$ cat config.mk
export PLATFORM = sky130hd
export DESIGN_NAME = msr_regs
export DESIGN_NICKNAME = d
export VERILOG_FILES = /design/src/logic/msr_pkg.sv /design/src/logic/msr_timer.sv /design/src/logic/msr_regs.sv
export SDC_FILE = /design/constraint.sdc
export NUM_CORES = 1
export LEC_CHECK = 0
export ABC_AREA = 1
export BUFFER_PORTS_ARGS = -buffer_cell sky130_fd_sc_hd__buf_2
export CAP_MARGIN = 25
export CORE_AREA = 2 2 104 106
export DETAILED_ROUTE_END_ITERATION = 10
export DIE_AREA = 0 0 106 108
export PLACE_DENSITY_LB_ADDON = 0.25
export RECOVER_POWER = 50
export SLEW_MARGIN = 40
export SYNTH_ARGS = -nofsm -noshare
export SYNTH_HDL_FRONTEND = slang
export SYNTH_SLANG_ARGS = --single-unit
$ cat constraint.sdc
create_clock -name ref_clk -period 2.5 [get_ports ref_clk]
set_input_delay 0.375 -clock ref_clk [delete_from_list [all_inputs] [get_ports ref_clk]]
set_output_delay 0.375 -clock ref_clk [all_outputs]
set_load 0.02 [all_outputs]
$ cat src/logic/msr_pkg.sv
// msr_pkg: constants and carriers for the miscellaneous system register bank
// assumes a simple byte-addressed register port driven by the management interface
package msr_pkg;
	localparam logic [8:0]  OFS_IDENT      = 9'h050; // chip_identity_revision
	localparam logic [8:0]  OFS_PROBE      = 9'h064; // endianness_probe
	localparam logic [8:0]  OFS_CONFIG     = 9'h074; // hardware_config_status
	localparam logic [8:0]  OFS_TIMER_CFG  = 9'h08c; // timer_config
	localparam logic [8:0]  OFS_TIMER_CNT  = 9'h090; // timer_count
	localparam logic [31:0] PROBE_PATTERN  = 32'h87654321;
	localparam logic [31:0] PROBE_INVALID  = 32'h00000000; // read during reset/not ready
	localparam logic [15:0] CHIP_ID        = 16'h0a5c; // arbitrary identity value
	localparam logic [15:0] CHIP_REV       = 16'h0001; // arbitrary revision value
	localparam logic [15:0] PRELOAD_RESET  = 16'hffff;
	localparam logic [15:0] COUNT_RESET    = 16'hffff;
	localparam int          READY_BIT      = 27;
	localparam int          STRAP2_BIT     = 26;
	localparam int          STRAP1_BIT     = 25;
	localparam int          TIMER_EN_BIT   = 29;
	localparam logic [7:0]  SETTLE_CYCLES  = 8'h10; // settle count at which ready sets: 17 cycles after digital reset release, 18 after system reset
	localparam logic [31:0] UNMAPPED_DATA  = 32'h00000000;

	// one register access request from the management interface
	typedef struct packed {
		logic        rd;   // read strobe
		logic        wr;   // write strobe
		logic [1:0]  half; // read lanes: 01 low half, 10 high half, 11 whole word
		logic [8:0]  addr; // byte offset
		logic [31:0] wdata;
	} msr_req_s;

	// register answer
	typedef struct packed {
		logic        valid;
		logic [31:0] rdata;
	} msr_rsp_s;
endpackage : msr_pkg

$ cat src/logic/msr_timer.sv
// msr_timer: 16-bit down-counting general purpose timer
// assumes preload and enable come from the register bank on the same clock
`timescale 1ns/1ps
`default_nettype none
module msr_timer (
	input  wire logic        ref_clk, // system clock
	input  wire logic        sys_rst, // async reset, active high
	input  wire logic        clear,   // synchronous clear on digital reset
	input  wire logic        run,     // timer enable
	input  wire logic [15:0] preload, // starting value
	output logic      [15:0] count,   // present value
	output logic             wrap     // pulse at zero crossing
);
	logic run_q; // previous enable, for start detection

	// load on start, count down while running, wrap from zero to all ones
	always_ff @(posedge ref_clk or posedge sys_rst)
	begin
		if (sys_rst)
		begin
			count <= msr_pkg::COUNT_RESET;
			run_q <= 1'b0;
			wrap  <= 1'b0;
		end
		else if (clear)
		begin
			count <= msr_pkg::COUNT_RESET;
			run_q <= 1'b0;
			wrap  <= 1'b0;
		end
		else
		begin
			run_q <= run;
			wrap  <= run && run_q && (count == 16'h0000);
			if (run && !run_q)
				count <= preload;
			else if (run)
				count <= count - 16'h0001;
		end
	end
endmodule : msr_timer
`default_nettype wire

$ cat src/logic/msr_regs.sv
// msr_regs: misc system register bank with identity, probe, config and timer
// assumes the management interface presents one request per cycle as msr_req_s
// How it works
// identity word: fixed chip id high, revision low, read only.
// probe register returns the constant byte-order pattern once ready and out of digital reset.
// probe readable while not ready; returns a non-pattern value in reset.
// either half of probe or config word readable on its own.
// ready bit 27 resets to zero, sets after a settle count.
// every register is readable before ready; timer config writes before ready are dropped.
// config word readable during reset and not ready states.
// bit 26 shows port 2 crossover strap caught at system reset release, until the loader rewrites it.
// bit 25 shows port 1 crossover strap caught at system reset release, until the loader rewrites it.
// timer enable bit, reset zero, runs or halts the timer.
// enable falling from one to zero forces preload to all ones.
// preload field resets to all ones and gives the start value.
// count register shows present timer value low, upper bits zero.
// timer raises an event at each wrap; only the first follows the preload, later ones come every 65536 counts.
// after digital reset, host polls probe until the pattern returns.
// count reaching zero flags an event and wraps to all ones.
`timescale 1ns/1ps
`default_nettype none
module msr_regs (
	input  wire logic             ref_clk,     // system clock
	input  wire logic             sys_rst,     // async reset, active high
	input  wire logic             digital_rst, // digital reset request, active high
	input  wire logic             strap_mdix1, // port 1 crossover strap level
	input  wire logic             strap_mdix2, // port 2 crossover strap level
	input  wire logic             loader_we,   // configuration loader rewrite strobe
	input  wire logic [1:0]       loader_strap,// loader values: [1] port 2, [0] port 1
	input  wire msr_pkg::msr_req_s req,        // register request
	output msr_pkg::msr_rsp_s     rsp,         // register answer, one cycle later
	output logic                  mdix1_out,   // crossover state to port 1 phy
	output logic                  mdix2_out,   // crossover state to port 2 phy
	output logic                  timer_event  // one-cycle timer event pulse
);
	typedef enum logic [1:0] {MSR_ST_CAPTURE, MSR_ST_SETTLE, MSR_ST_READY} msr_state_e;

	msr_state_e  state;
	logic [7:0]  settle;
	logic        ready;
	logic        strap1;
	logic        strap2;
	logic        timer_en;
	logic [15:0] preload;
	logic [15:0] count;
	logic        wrap;

	// half-word lane selection shared by split-readable words
	function automatic logic [31:0] lanes(input logic [31:0] w, input logic [1:0] h);
		lanes = {(h[1] ? w[31:16] : 16'h0000), (h[0] ? w[15:0] : 16'h0000)};
	endfunction : lanes

	// address decode and register images
	wire hit_id    = (req.addr == msr_pkg::OFS_IDENT);
	wire hit_probe = (req.addr == msr_pkg::OFS_PROBE);
	wire hit_cfg   = (req.addr == msr_pkg::OFS_CONFIG);
	wire hit_tcfg  = (req.addr == msr_pkg::OFS_TIMER_CFG);
	wire hit_tcnt  = (req.addr == msr_pkg::OFS_TIMER_CNT);
	wire in_reset  = digital_rst;
	wire [31:0] id_word    = {msr_pkg::CHIP_ID, msr_pkg::CHIP_REV};
	wire [31:0] probe_word = (ready && !in_reset) ? msr_pkg::PROBE_PATTERN
	                                              : msr_pkg::PROBE_INVALID;
	wire [31:0] cfg_word   = {4'h0, ready, strap2, strap1, 25'h0000000};
	wire [31:0] tcfg_word  = {2'b00, timer_en, 13'h0000, preload};
	wire [31:0] tcnt_word  = {16'h0000, count};
	wire [31:0] rd_mux = hit_id    ? id_word :
	                     hit_probe ? lanes(probe_word, req.half) :
	                     hit_cfg   ? lanes(cfg_word, req.half) :
	                     hit_tcfg  ? tcfg_word :
	                     hit_tcnt  ? tcnt_word : msr_pkg::UNMAPPED_DATA;
	wire wr_tcfg = req.wr && hit_tcfg && ready && !in_reset;
	wire next_en = wr_tcfg ? req.wdata[msr_pkg::TIMER_EN_BIT] : timer_en;
	wire fall_en = timer_en && !next_en;

	// system reset release: catch straps, then settle before ready; digital reset release goes straight to settle
	always_ff @(posedge ref_clk or posedge sys_rst)
	begin
		if (sys_rst)
		begin
			state  <= MSR_ST_CAPTURE;
			settle <= 8'h00;
			ready  <= 1'b0;
			strap1 <= 1'b0;
			strap2 <= 1'b0;
		end
		else if (digital_rst)
		begin
			state  <= MSR_ST_SETTLE;
			settle <= 8'h00;
			ready  <= 1'b0;
		end
		else
		begin
			case (state)
				MSR_ST_CAPTURE:
				begin
					strap1 <= strap_mdix1;
					strap2 <= strap_mdix2;
					state  <= MSR_ST_SETTLE;
				end
				MSR_ST_SETTLE:
				begin
					settle <= settle + 8'h01;
					if (settle == msr_pkg::SETTLE_CYCLES)
					begin
						ready <= 1'b1;
						state <= MSR_ST_READY;
					end
				end
				MSR_ST_READY:
				begin
					if (loader_we)
					begin
						strap1 <= loader_strap[0];
						strap2 <= loader_strap[1];
					end
				end
				default: state <= MSR_ST_CAPTURE;
			endcase
		end
	end

	// timer configuration register
	always_ff @(posedge ref_clk or posedge sys_rst)
	begin
		if (sys_rst)
		begin
			timer_en <= 1'b0;
			preload  <= msr_pkg::PRELOAD_RESET;
		end
		else if (digital_rst)
		begin
			timer_en <= 1'b0;
			preload  <= msr_pkg::PRELOAD_RESET;
		end
		else
		begin
			timer_en <= next_en;
			if (fall_en)
				preload <= msr_pkg::PRELOAD_RESET;
			else if (wr_tcfg)
				preload <= req.wdata[15:0];
		end
	end

	// read answer and registered outputs
	always_ff @(posedge ref_clk or posedge sys_rst)
	begin
		if (sys_rst)
		begin
			rsp         <= '0;
			mdix1_out   <= 1'b0;
			mdix2_out   <= 1'b0;
			timer_event <= 1'b0;
		end
		else
		begin
			rsp.valid   <= req.rd;
			rsp.rdata   <= req.rd ? rd_mux : 32'h00000000;
			mdix1_out   <= strap1;
			mdix2_out   <= strap2;
			timer_event <= wrap;
		end
	end

	msr_timer u_timer (
		.ref_clk (ref_clk),
		.sys_rst (sys_rst),
		.clear   (digital_rst),
		.run     (timer_en && !digital_rst),
		.preload (preload),
		.count   (count),
		.wrap    (wrap)
	);
endmodule : msr_regs
`default_nettype wire

==> impl_results.md, run 1 <==
- Outcome: completed
- Worst min-delay path category: in2async
- Buffer count from post-CTS setup fixing: 0
- CTS tree: yes
- DR vias: 3588
- I/O Buffers: 69
- Post-CTS sizing: 0
- Fillers: 1029
- Crit-path slowest cell: dfstp_2
- Drt first pass iters: 5
- Worst setup path class: reg2reg
- CP Launch Type: flip-flop
- Setup TNS: 0 ns
- Gpl congestion: 0.976
- Cell mode on critical path: nand2_1
- Final Cycle Share: 66.8%
- H-tree Lvls: 3
- Placed wire-length estimate: 7120 um
- I/O pin count: 89
- Worst setup path end: u_timer.count[10]
- Drt wl/cell: 13.7 um
- # rows: 37
- CTS max path bufs: 2
- Crit path buf inv count: 1
- Sequential share of power: 51.5%
- GRT Resource Usage Total: 18.9%
- Post-synth cell types: 28
- Max Cap Viol: 0
- Worst Skew: 0.00671 ns
- CORE AREA: 0.0102 sq mm
- Multi-input gate area: 0.00173 sq mm
- Clock Power Share: 42.8%
- Commonest non-fill, non-tap cells in the layout: 133 x nand2_1, 67 x inv_1, 66 x nor2_1
- Headroom to the max-slew limit: 58.0%
- Sw Pwr: 0.558 mW
- Worst slew pin tran: 0.629 ns
- Sw frac: 23.4%
- R2r setup slk: 0.83 ns
- Most common cell after layout, fill and taps aside: nand2_1
- Nets: 649
- Power share of the combinational group: 5.7%
- CTS root buffer: clkbuf_8
- Synth top area share: 26.6%
- Worst reg2reg path endpoint: u_timer.count[10]
- First-pass GRT wire length: 16900 um
- Post-synthesis cell type with the largest combined area: dfrtp_1
- XOR/XNOR Fraction of Synth Area: 1.30%
- Area Growth Syn to Fin: 16.8%
- Max-slew violations: 0
- Synthesized cell area: 0.00404 sq mm
- Setup violations, final: 0
- Total gr overflow: 0
- Cts hold-fix bufs: 0
- 1st-iter DRT viols: 199
- Critical path cell sequence: inv_1 > ha_1 > nand2_1 > nor2_1 > a21oi_1 > nand2_1 > nand2_1 > a21oi_1
- Worst Setup SP: u_timer.count[0]
- Setup crit end kind: flip-flop
- Die height: 108 um
- FF-to-FF Start: u_timer.count[0]
- Largest net degree at the start of global routing: 76
- Mux contribution to synthesized area: 0%
- Antenna viol nets, final: 0
- Initial antenna violation count: 0
- CP max FO: 4
- Post-Synth Adder-Cell Area: 1.24%
- Clock Latency Late Sink: 0.36 ns
- Number of global-route vias before repair: 3419
- Total power: 2.39 mW
- Clock buffer count from CTS: 9
- DIE WIDTH: 106 um
- Share of cells above drive strength 1: 21.1%
- Area contributors post-synth: dfrtp_1 27%, dfstp_2 21%, nand2_1 12%
- Syn_area_per_cell: 7.73 sq um
- Register area share after synthesis: 47.4%
- Antenna diode count: 0
- Worst Path Arrival: 1.96 ns
- Die area: 0.0114 sq mm
- Power per Cell Area: 505 mW/mm^2
- Clock sink count: 75
- Post-synthesis register bit count: 75
- Synthesis Warnings: 0
- Syn Inst Count: 523
- Clock-pin slew on the worst setup and hold paths: 0.08 ns
- Max frequency: 598 MHz
- Internal cell power: 1.83 mW
- Reg area: 0.00192 sq mm
- CP top delay family: simple AND/OR/NAND/NOR gates
- VDD IR max: 0.000238 V
- DR vias/cell: 4.89
- Pleak: 2.36 nW
- Final Hold Viols: 0
- RSZ-0062 raised after global routing: false
- Simple-gate share of the synthesized area: 31.6%
- WP depth: 8
- Largest family of logic cells by synthesized area: simple AND/OR/NAND/NOR gates
- CP peak stage delay: 0.38 ns
- Initial Util: 39.5%
- Post-route minimum period: 1.67 ns
- Reg2Reg Depth: 8
- # DRC: 0
- Worst Path Required: 2.79 ns
- Routed WL: 10100 um
- Post-synthesis compound-gate area fraction: 8.32%
==> power groups by stage <==
| stage | registers [mW] | clock network (mW) | logic (mW) |
|---|---|---|---|
| 6_report | 1.23 | 1.02 | 0.135 |
| 5_1_grt | 1.23 | 1.10 | 0.154 |
| 4_1_cts | 1.23 | 1.04 | 0.140 |
| 3_5_place_dp | 1.25 | 0 | 0.139 |
| 3_3_place_gp | 1.25 | 0 | 0.137 |
| 2_1_floorplan | 1.25 | 0 | 0.0728 |
==> worst min path at each step <==
stage / cells after the start / slack [ns] / start / endpoint
5_1_grt: 3 / 0.16 / sys_rst / rsp[24]
4_1_cts: 3 / 0.10 / sys_rst / rsp[20]
3_3_place_gp: 0 / 0.34 / u_timer.wrap / timer_event
6_report: 3 / 0.11 / sys_rst / rsp[25]
3_5_place_dp: 0 / 0.34 / u_timer.wrap / timer_event
2_1_floorplan: 0 / 0.33 / u_timer.wrap / timer_event
==> cell families after synthesis <==
group,count (synthesis)
other,1
DFF,75
buffers and inverters,95
adders and majority gates,4
and+or+nand+nor,282
AOI/OAI and AO/OA,60
xor gates and xnor gates,6
==> worst reg2reg max path: stages (launching register included) <==
cell and delay, ns:
dfstp_2 0.38, inv_1 0.12, ha_1 0.23, nand2_1 0.13, nor2_1 0.33, a21oi_1 0.11, nand2_1 0.10, nand2_1 0.05
a21oi_1 0.14
==> cell usage after synthesis <==
cell      number
a21oi_1       31
a22oi_1       13
and2_1         1
buf_2          6
buf_4          9
buf_6          1
clkbuf_1       9
clkinv_1       3
conb_1         1
dfrtp_1       43
dfstp_2       32
ha_1           4
inv_1         67
nand2_1      133
nand2_4        1
nand3_1       27
nand3_4        1
nand3b_1      17
nand4_1       23
nand4_2        1
nor2_1        65
nor2_2         2
nor2_4         2
nor3_1         8
nor4_1         1
o21ai_0       13
o22ai_1        3
xor2_1         6
==> through the flow <==
stage	hold WS [ns]	instances	util (%)	cell area, sq um	setup WS, ns
floorplan	0.331	526	-	4060	0.268
global placement	0.338	717	44.2	4520	0.706
detailed placement	0.339	717	44.2	4520	0.690
CTS	0.102	733	46.3	4730	0.837
global route	0.160	733	46.2	4720	0.747
finish	0.111	733	46.2	4720	0.829
==> layer usage <==
metal	track usage (%)	up-vias	routed length, um
met5	0	-	0
met4	5.36	0	124
met3	4.82	10	540
met2	29.5	98	4560
met1	26.0	1673	4830
li1	-	1807	-
==> registers in the layout (all words and copies together), names as in the netlist <==
signal / count
ready: 1
strap2: 1
u_timer.run_q: 1
mdix1_out: 1
u_timer.wrap: 1
rsp: 24
timer_en: 1
state: 2
settle: 8
strap1: 1
timer_event: 1
u_timer.count: 16
mdix2_out: 1
preload: 16
==> cell type report <==
| class | instances | share of cell area [%] |
|---|---|---|
| Clock buffer | 11 | 2.78 |
| Clock inverter | 5 | 1.67 |
| Inverter | 70 | 5.56 |
| Multi-Input combinational cell | 356 | 36.6 |
| Sequential cell | 75 | 40.6 |
| Tap cell | 136 | 3.60 |
| Timing Repair Buffer | 80 | 9.17 |
No activity file was read; power rests on OpenSTA's default activity.
==> run 2: changes to the inputs <==
==> constraint.sdc (replaced) <==
create_clock -name ref_clk -period 1.4 [get_ports ref_clk]
set_input_delay 0.21 -clock ref_clk [delete_from_list [all_inputs] [get_ports ref_clk]]
set_output_delay 0.21 -clock ref_clk [all_outputs]
set_load 0.02 [all_outputs]
==> run 2 against run 1 <==
Critical endpoint is now u_timer.count[8]. Wire length is 3.1% higher. Total power grew 73%. First-iteration DRC count decreased by 4.5%. Global-route usage grew 0.070 points. Critical path type unchanged.
==> impl_results.md, run 2 (synthesis gave the netlist of run 1 again) <==
- Outcome: completed
- CP max FO: 4
- Post-route minimum period: 1.35 ns
- Fillers: 1026
- DR vias/cell: 4.86
- Pleak: 2.54 nW
- Worst Path Arrival: 1.63 ns
- Initial antenna violation count: 0
- Hold WS: 0.0758 ns
- Placed wire-length estimate: 7720 um
- Min-delay src: req[44]
- DR vias: 3736
- # rows: 37
- Clock sink count: 75
- Commonest non-fill, non-tap cells in the layout: 127 x nand2_1, 65 x buf_2, 63 x inv_1
- # DRC: 0
- CORE AREA: 0.0102 sq mm
- Area Growth Syn to Fin: 27.8%
- CP Launch Type: flip-flop
- Placed insts: 751
- Worst setup path class: reg2reg
- Antenna viol nets, final: 0
- H-tree Lvls: 3
- Worst Path Required: 1.68 ns
- Most common cell after layout, fill and taps aside: nand2_1
- Antenna diode count: 0
- Drt wl/cell: 13.5 um
- First-pass GRT wire length: 16900 um
- Share of cells above drive strength 1: 31.3%
- GRT Resource Usage Total: 18.9%
- Die height: 108 um
- Power per Cell Area: 800 mW/mm^2
- Max-slew violations: 0
- Largest Register: rsp
- CTS tree: yes
- Final Instance Count excl. Fillers: 768
- Max Cap Viol: 0
- Setup crit end kind: flip-flop
- Total power: 4.13 mW
- Worst min-delay path category: in2reg
- DIE WIDTH: 106 um
- Initial Util: 39.5%
- CTS max path bufs: 2
- Final Hold Viols: 0
- I/O pin count: 89
- Multi-input gate area: 0.00191 sq mm
- Largest net degree at the start of global routing: 22
- Number of global-route vias before repair: 3510
- Setup violations, final: 0
- Gpl congestion: 0.890
- Regs by FF count: rsp x24, preload x16, u_timer.count x16
- FF-to-FF Start: u_timer.count[0]
- RSZ-0062 raised after global routing: true
- Nets: 685
- Headroom to the max-slew limit: 65.7%
- Clock Latency Late Sink: 0.34 ns
- CTS root buffer: clkbuf_8
- 1st-iter DRT viols: 190
- Worst Skew: 0.00968 ns
- Total gr overflow: 0
- Worst Setup SP: u_timer.count[0]
- Largest register FFs: 24
- Max frequency: 738 MHz
- VDD IR max: 0.000489 V
- Final Cycle Share: 96.8%
- Clock buffer count from CTS: 9
- Worst slew pin tran: 0.512 ns
- I/O Buffers: 69
- Reg area: 0.00192 sq mm
- Routed WL: 10400 um
- Die area: 0.0114 sq mm
- Drt first pass iters: 4
- Clock-pin slew on the worst setup and hold paths: 0.07 ns
==> run 2: path summary, 6_finish.rpt <==
path,to,cells past startpoint,slack [ns]
worst max-delay path,u_timer.count[8],7,0.05
worst min-delay path,rsp[32],1,0.08
worst max register to register,u_timer.count[8],7,0.05
worst min register to register,timer_event,0,0.35
max in group asynchronous,preload[12],4,0.13
min in group asynchronous,rsp[26],3,0.42
==> run 2: per-stage QoR <==
stage | setup WS (ns) | TNS (ns) | instance area, sq um | utilization (%)
5_1_grt | -0.0541 | -0.241 | 5170 | 50.5
6_report | 0.0454 | 0 | 5170 | 50.5
3_3_place_gp | -0.0206 | -0.136 | 4820 | 47.1
4_1_cts | 0.00735 | 0 | 5040 | 49.2
3_5_place_dp | -0.0540 | -0.551 | 4820 | 47.1
2_1_floorplan | 0.0272 | 0 | 4060 | -
==> run 2: worst max-delay path: stages, from the launching register on <==
cell	delay, ns
dfstp_2	0.55
inv_2	0.07
ha_4	0.18
nand2_4	0.09
nor2_4	0.06
xor2_1	0.15
nand2_1	0.08
a21oi_2	0.12
==> run 2: repair_timing <==
item                                    in CTS  in global routing
buffers inserted                             0                  2
resized for setup                            5                 44
endpoints found under the hold margin        8                  0
endpoints found under the setup margin       9                 17
hold buffers                                 1                  0
pin swaps                                    1                 17
==> run 2: cell type report <==
| class | count | share of cell area, % |
|---|---|---|
| sequential | 75 | 37.1 |
| multi-input combinational | 356 | 36.9 |
| inverter | 70 | 5.11 |
| clock buffer | 13 | 3.08 |
| timing repair buffer | 116 | 13.9 |
| tap | 136 | 3.29 |
| clock inverter | 2 | 0.678 |
==> run 2: layer usage <==
metal  wire (um)  global-route usage [%]  share of wire [%]
met5           0                       0                  0
met4         159                    7.24                1.5
met3         764                    3.68                7.4
met2        4790                    29.9                 46
met1        4640                    25.9                 45
==> run 2: where the power goes <==
part / switching (mW) / internal, mW
Clock: 0.752 / 0.911
Sequential: 0.0122 / 2.19
Combinational: 0.173 / 0.0976
Total: 0.938 / 3.19
==> run 3: changes to the inputs <==
--- a/config.mk
+++ b/config.mk
@@ -5,12 +5,11 @@
 export SDC_FILE = /design/constraint.sdc
 export NUM_CORES = 1
 export LEC_CHECK = 0
-export ABC_AREA = 1
 export BUFFER_PORTS_ARGS = -buffer_cell sky130_fd_sc_hd__buf_2
 export CAP_MARGIN = 25
-export CORE_AREA = 2 2 104 106
+export CORE_AREA = 2 2 101 103
 export DETAILED_ROUTE_END_ITERATION = 10
-export DIE_AREA = 0 0 106 108
+export DIE_AREA = 0 0 103 105
 export PLACE_DENSITY_LB_ADDON = 0.25
 export RECOVER_POWER = 50
 export SLEW_MARGIN = 40
==> run 3 against run 2 <==
The flow now finishes with violations (setup timing). Via count shrank 7.9%. Total power rose by 7.3%. Critical path type unchanged. Clock power up 14%. Critical endpoint is now u_timer.count[9]. Setup slack worse by 0.27 ns. Area after synthesis down 5.7%. Global-route usage up 1.5 points. Maximum frequency is 16% lower. Synthesized cell count down 26%. Non-clock buffer count up 28. First-iteration DRC count up 31%. Sequential power hardly changed. Largest cell class is now multi-input combinational cells.
==> impl_results.md, run 3 <==
- I/O pin count: 89
- VDD IR max: 0.000558 V
- Internal cell power: 3.41 mW
- Clock-pin slew on the worst setup and hold paths: 0.08 ns
- Worst slew pin tran: 0.685 ns
- Syn_area_per_cell: 9.90 sq um
- DR vias/cell: 5.30
- Pleak: 2.42 nW
- # rows: 36
- Routed WL: 10700 um
- Setup violations, final: 19
- DR vias: 3440
- Max-slew violations: 0
- Setup WS post-layout: -0.221 ns
- Drt wl/cell: 16.5 um
- Sequential share of power: 49.8%
- Sw frac: 23.1%
- Largest net degree at the start of global routing: 76
- Fillers: 852
- Worst Path Required: 1.69 ns
- CP max FO: 4
- CORE AREA: 0.00964 sq mm
- Total gr overflow: 0
- Worst min-delay path category: in2reg
- Placed wire-length estimate: 7030 um
- Register area share after synthesis: 50.3%
- Share of cells above drive strength 1: 53.1%
- CTS tree: yes
- Synthesis Warnings: 0
- Most common cell after layout, fill and taps aside: buf_2
- CP top delay family: simple AND/OR/NAND/NOR gates
- Worst Skew: 0.00921 ns
- Antenna diode count: 0
- Fin util: 56.9%
- Setup crit end kind: flip-flop
- Worst setup path class: reg2reg
- Largest Register: rsp
- Commonest non-fill, non-tap cells in the layout: 66 x buf_2, 56 x buf_4, 50 x nor2_1
- Nets: 568
- First-pass GRT wire length: 17100 um
- Post-synthesis cell type with the largest combined area: dfrtp_1
- Power share of the combinational group: 7.3%
- Max frequency: 617 MHz
- Reg area: 0.00192 sq mm
- RSZ-0062 raised after global routing: true
- Drt first pass iters: 6
- CP Launch Type: flip-flop
- Area Growth Syn to Fin: 43.8%
- EDFF count, synth: 0
- GRT Resource Usage Total: 20.4%
- Initial antenna violation count: 0
- Ys flop type: dfrtp_1
- Clock Power Share: 42.9%
- Crit-path slowest cell: or4_4
- Final Hold Viols: 0
- Die area: 0.0108 sq mm
- Final Instance Count excl. Fillers: 649
- I/O Buffers: 69
- Top-count cell post-synth: nor2_1
- Initial Util: 39.6%
- Critical path cell sequence: buf_6 > or4_4 > nor4_4 > xor2_1 > a2bb2oi_1
- Max Cap Viol: 0
- Clock sink count: 75
- Final Cycle Share: 116%
- Power per Cell Area: 809 mW/mm^2
- Synth top area share: 28.2%
- H-tree Lvls: 3
- Post-synth cell types: 58
- Post-route minimum period: 1.62 ns
- Commonest cells post-synth: 51 x nor2_1, 43 x dfrtp_1, 32 x dfstp_2
- Largest register FFs: 24
- Antenna viol nets, final: 0
- Failing checks: setup timing
- Asr flop ratio synth: 100%
- Gpl congestion: 0.850
- Regs by FF count: rsp x24, preload x16, u_timer.count x16
- # DRC: 0
- Placed insts: 608
- CTS root buffer: clkbuf_8
- 1st-iter DRT viols: 248
- Synthesized cell area: 0.00381 sq mm
- Outcome: finished with violations
- Syn Inst Count: 385
- Worst Path Arrival: 1.92 ns
- Multi-input gate area: 0.00205 sq mm
- Number of global-route vias before repair: 3448
- Sw Pwr: 1.03 mW
- Clock Latency Late Sink: 0.36 ns
- Headroom to the max-slew limit: 54.3%
- Die height: 105 um
- Clock buffer count from CTS: 9
- Crit path buf inv count: 1
- DIE WIDTH: 103 um
- Area contributors post-synth: dfrtp_1 28%, dfstp_2 22%, nor2_1 5.0%
- Post-synthesis register bit count: 75
- CTS max path bufs: 2
- CP peak stage delay: 0.53 ns
[run 3: changes by cell type after synthesis, moves of 14 or more]
| cell | delta |
|---|---|
| nand2_1 | -115 |
| inv_1 | -56 |
| nand3_1 | -20 |
| nand3b_1 | -15 |
| a21oi_2 | +14 |
| nor2_1 | -14 |
[run 3: final timing paths]
check | from | end | slack [ns] | cells after the start
worst max-delay path | u_timer.count[1] | u_timer.count[9] | -0.22 | 5
worst min-delay path | req[44] | rsp[32] | 0.1 | 1
worst max register to register | u_timer.count[1] | u_timer.count[9] | -0.22 | 5
worst min register to register | u_timer.wrap | timer_event | 0.37 | 0
max in group asynchronous | sys_rst | rsp[4] | 0.33 | 4
min in group asynchronous | sys_rst | rsp[27] | 0.59 | 4
[run 3: worst reg2reg max path: cells and delay by family (launching register included)]
family	cells	cell delay [ns]
AOI/OAI and AO/OA	1	0.16
and+or+nand+nor	2	0.71
buffers and inverters	1	0.12
xor gates and xnor gates	1	0.17
DFF	1	0.40
[run 3: through the flow]
| stage | hold slack, ns | TNS (ns) | area, sq um | setup WS [ns] | power, mW |
|---|---|---|---|---|---|
| 3_3_place_gp | 0.335 | -10.77 | 4770 | -0.320 | 2.55 |
| 3_5_place_dp | 0.354 | -11.38 | 4770 | -0.350 | 2.56 |
| 5_1_grt | 0.0952 | -4.31 | 5480 | -0.266 | 4.61 |
| 4_1_cts | 0.0491 | -1.59 | 5310 | -0.204 | 4.46 |
| 2_1_floorplan | 0.241 | -5.83 | 4020 | -0.222 | 2.42 |
| 6_report | 0.0974 | -2.17 | 5480 | -0.221 | 4.43 |
[run 3: power by group through the flow]
stage	clock [mW]	sequential, mW	combinational [mW]
floorplan	0	2.26	0.159
global placement	0	2.25	0.303
detailed placement	0	2.25	0.311
CTS	1.93	2.21	0.323
global route	2.04	2.21	0.355
finish	1.90	2.21	0.322
[run 3: area by class of cell]
| class | instances | area share [%] |
|---|---|---|
| Clock buffer | 11 | 2.76 |
| Clock inverter | 5 | 1.37 |
| Sequential cell | 75 | 35.0 |
| Tap cell | 133 | 3.04 |
| Timing Repair Buffer | 144 | 19.5 |
| Inverter | 11 | 0.913 |
| Multi-Input combinational cell | 270 | 37.5 |
[run 3: routing by layer]
metal  part of all wire, %  GRT usage [%]  up-vias
met5                     0              0        -
met4                   1.9           7.42        0
met3                   5.7           3.68       17
met2                    50           31.4       92
met1                    43           28.6     1700
li1                      -              -     1631
[run 3: kinds of logic after synthesis]
group	synth area share [%]
simple gates	21.2
flops	50.3
other cells	0.0984
buf+inv	5.87
fa+ha+maj	1.31
mux	1.05
xor+xnor	2.30
compound gates	17.9
[run 3: repair_timing]
item	4_1_cts	5_1_grt
pin swaps	22	24
setup endpoints to repair	30	39
buffers inserted	13	11
gates cloned	3	0
hold buffers	1	0
resized for setup	27	35
hold endpoints to repair	43	0
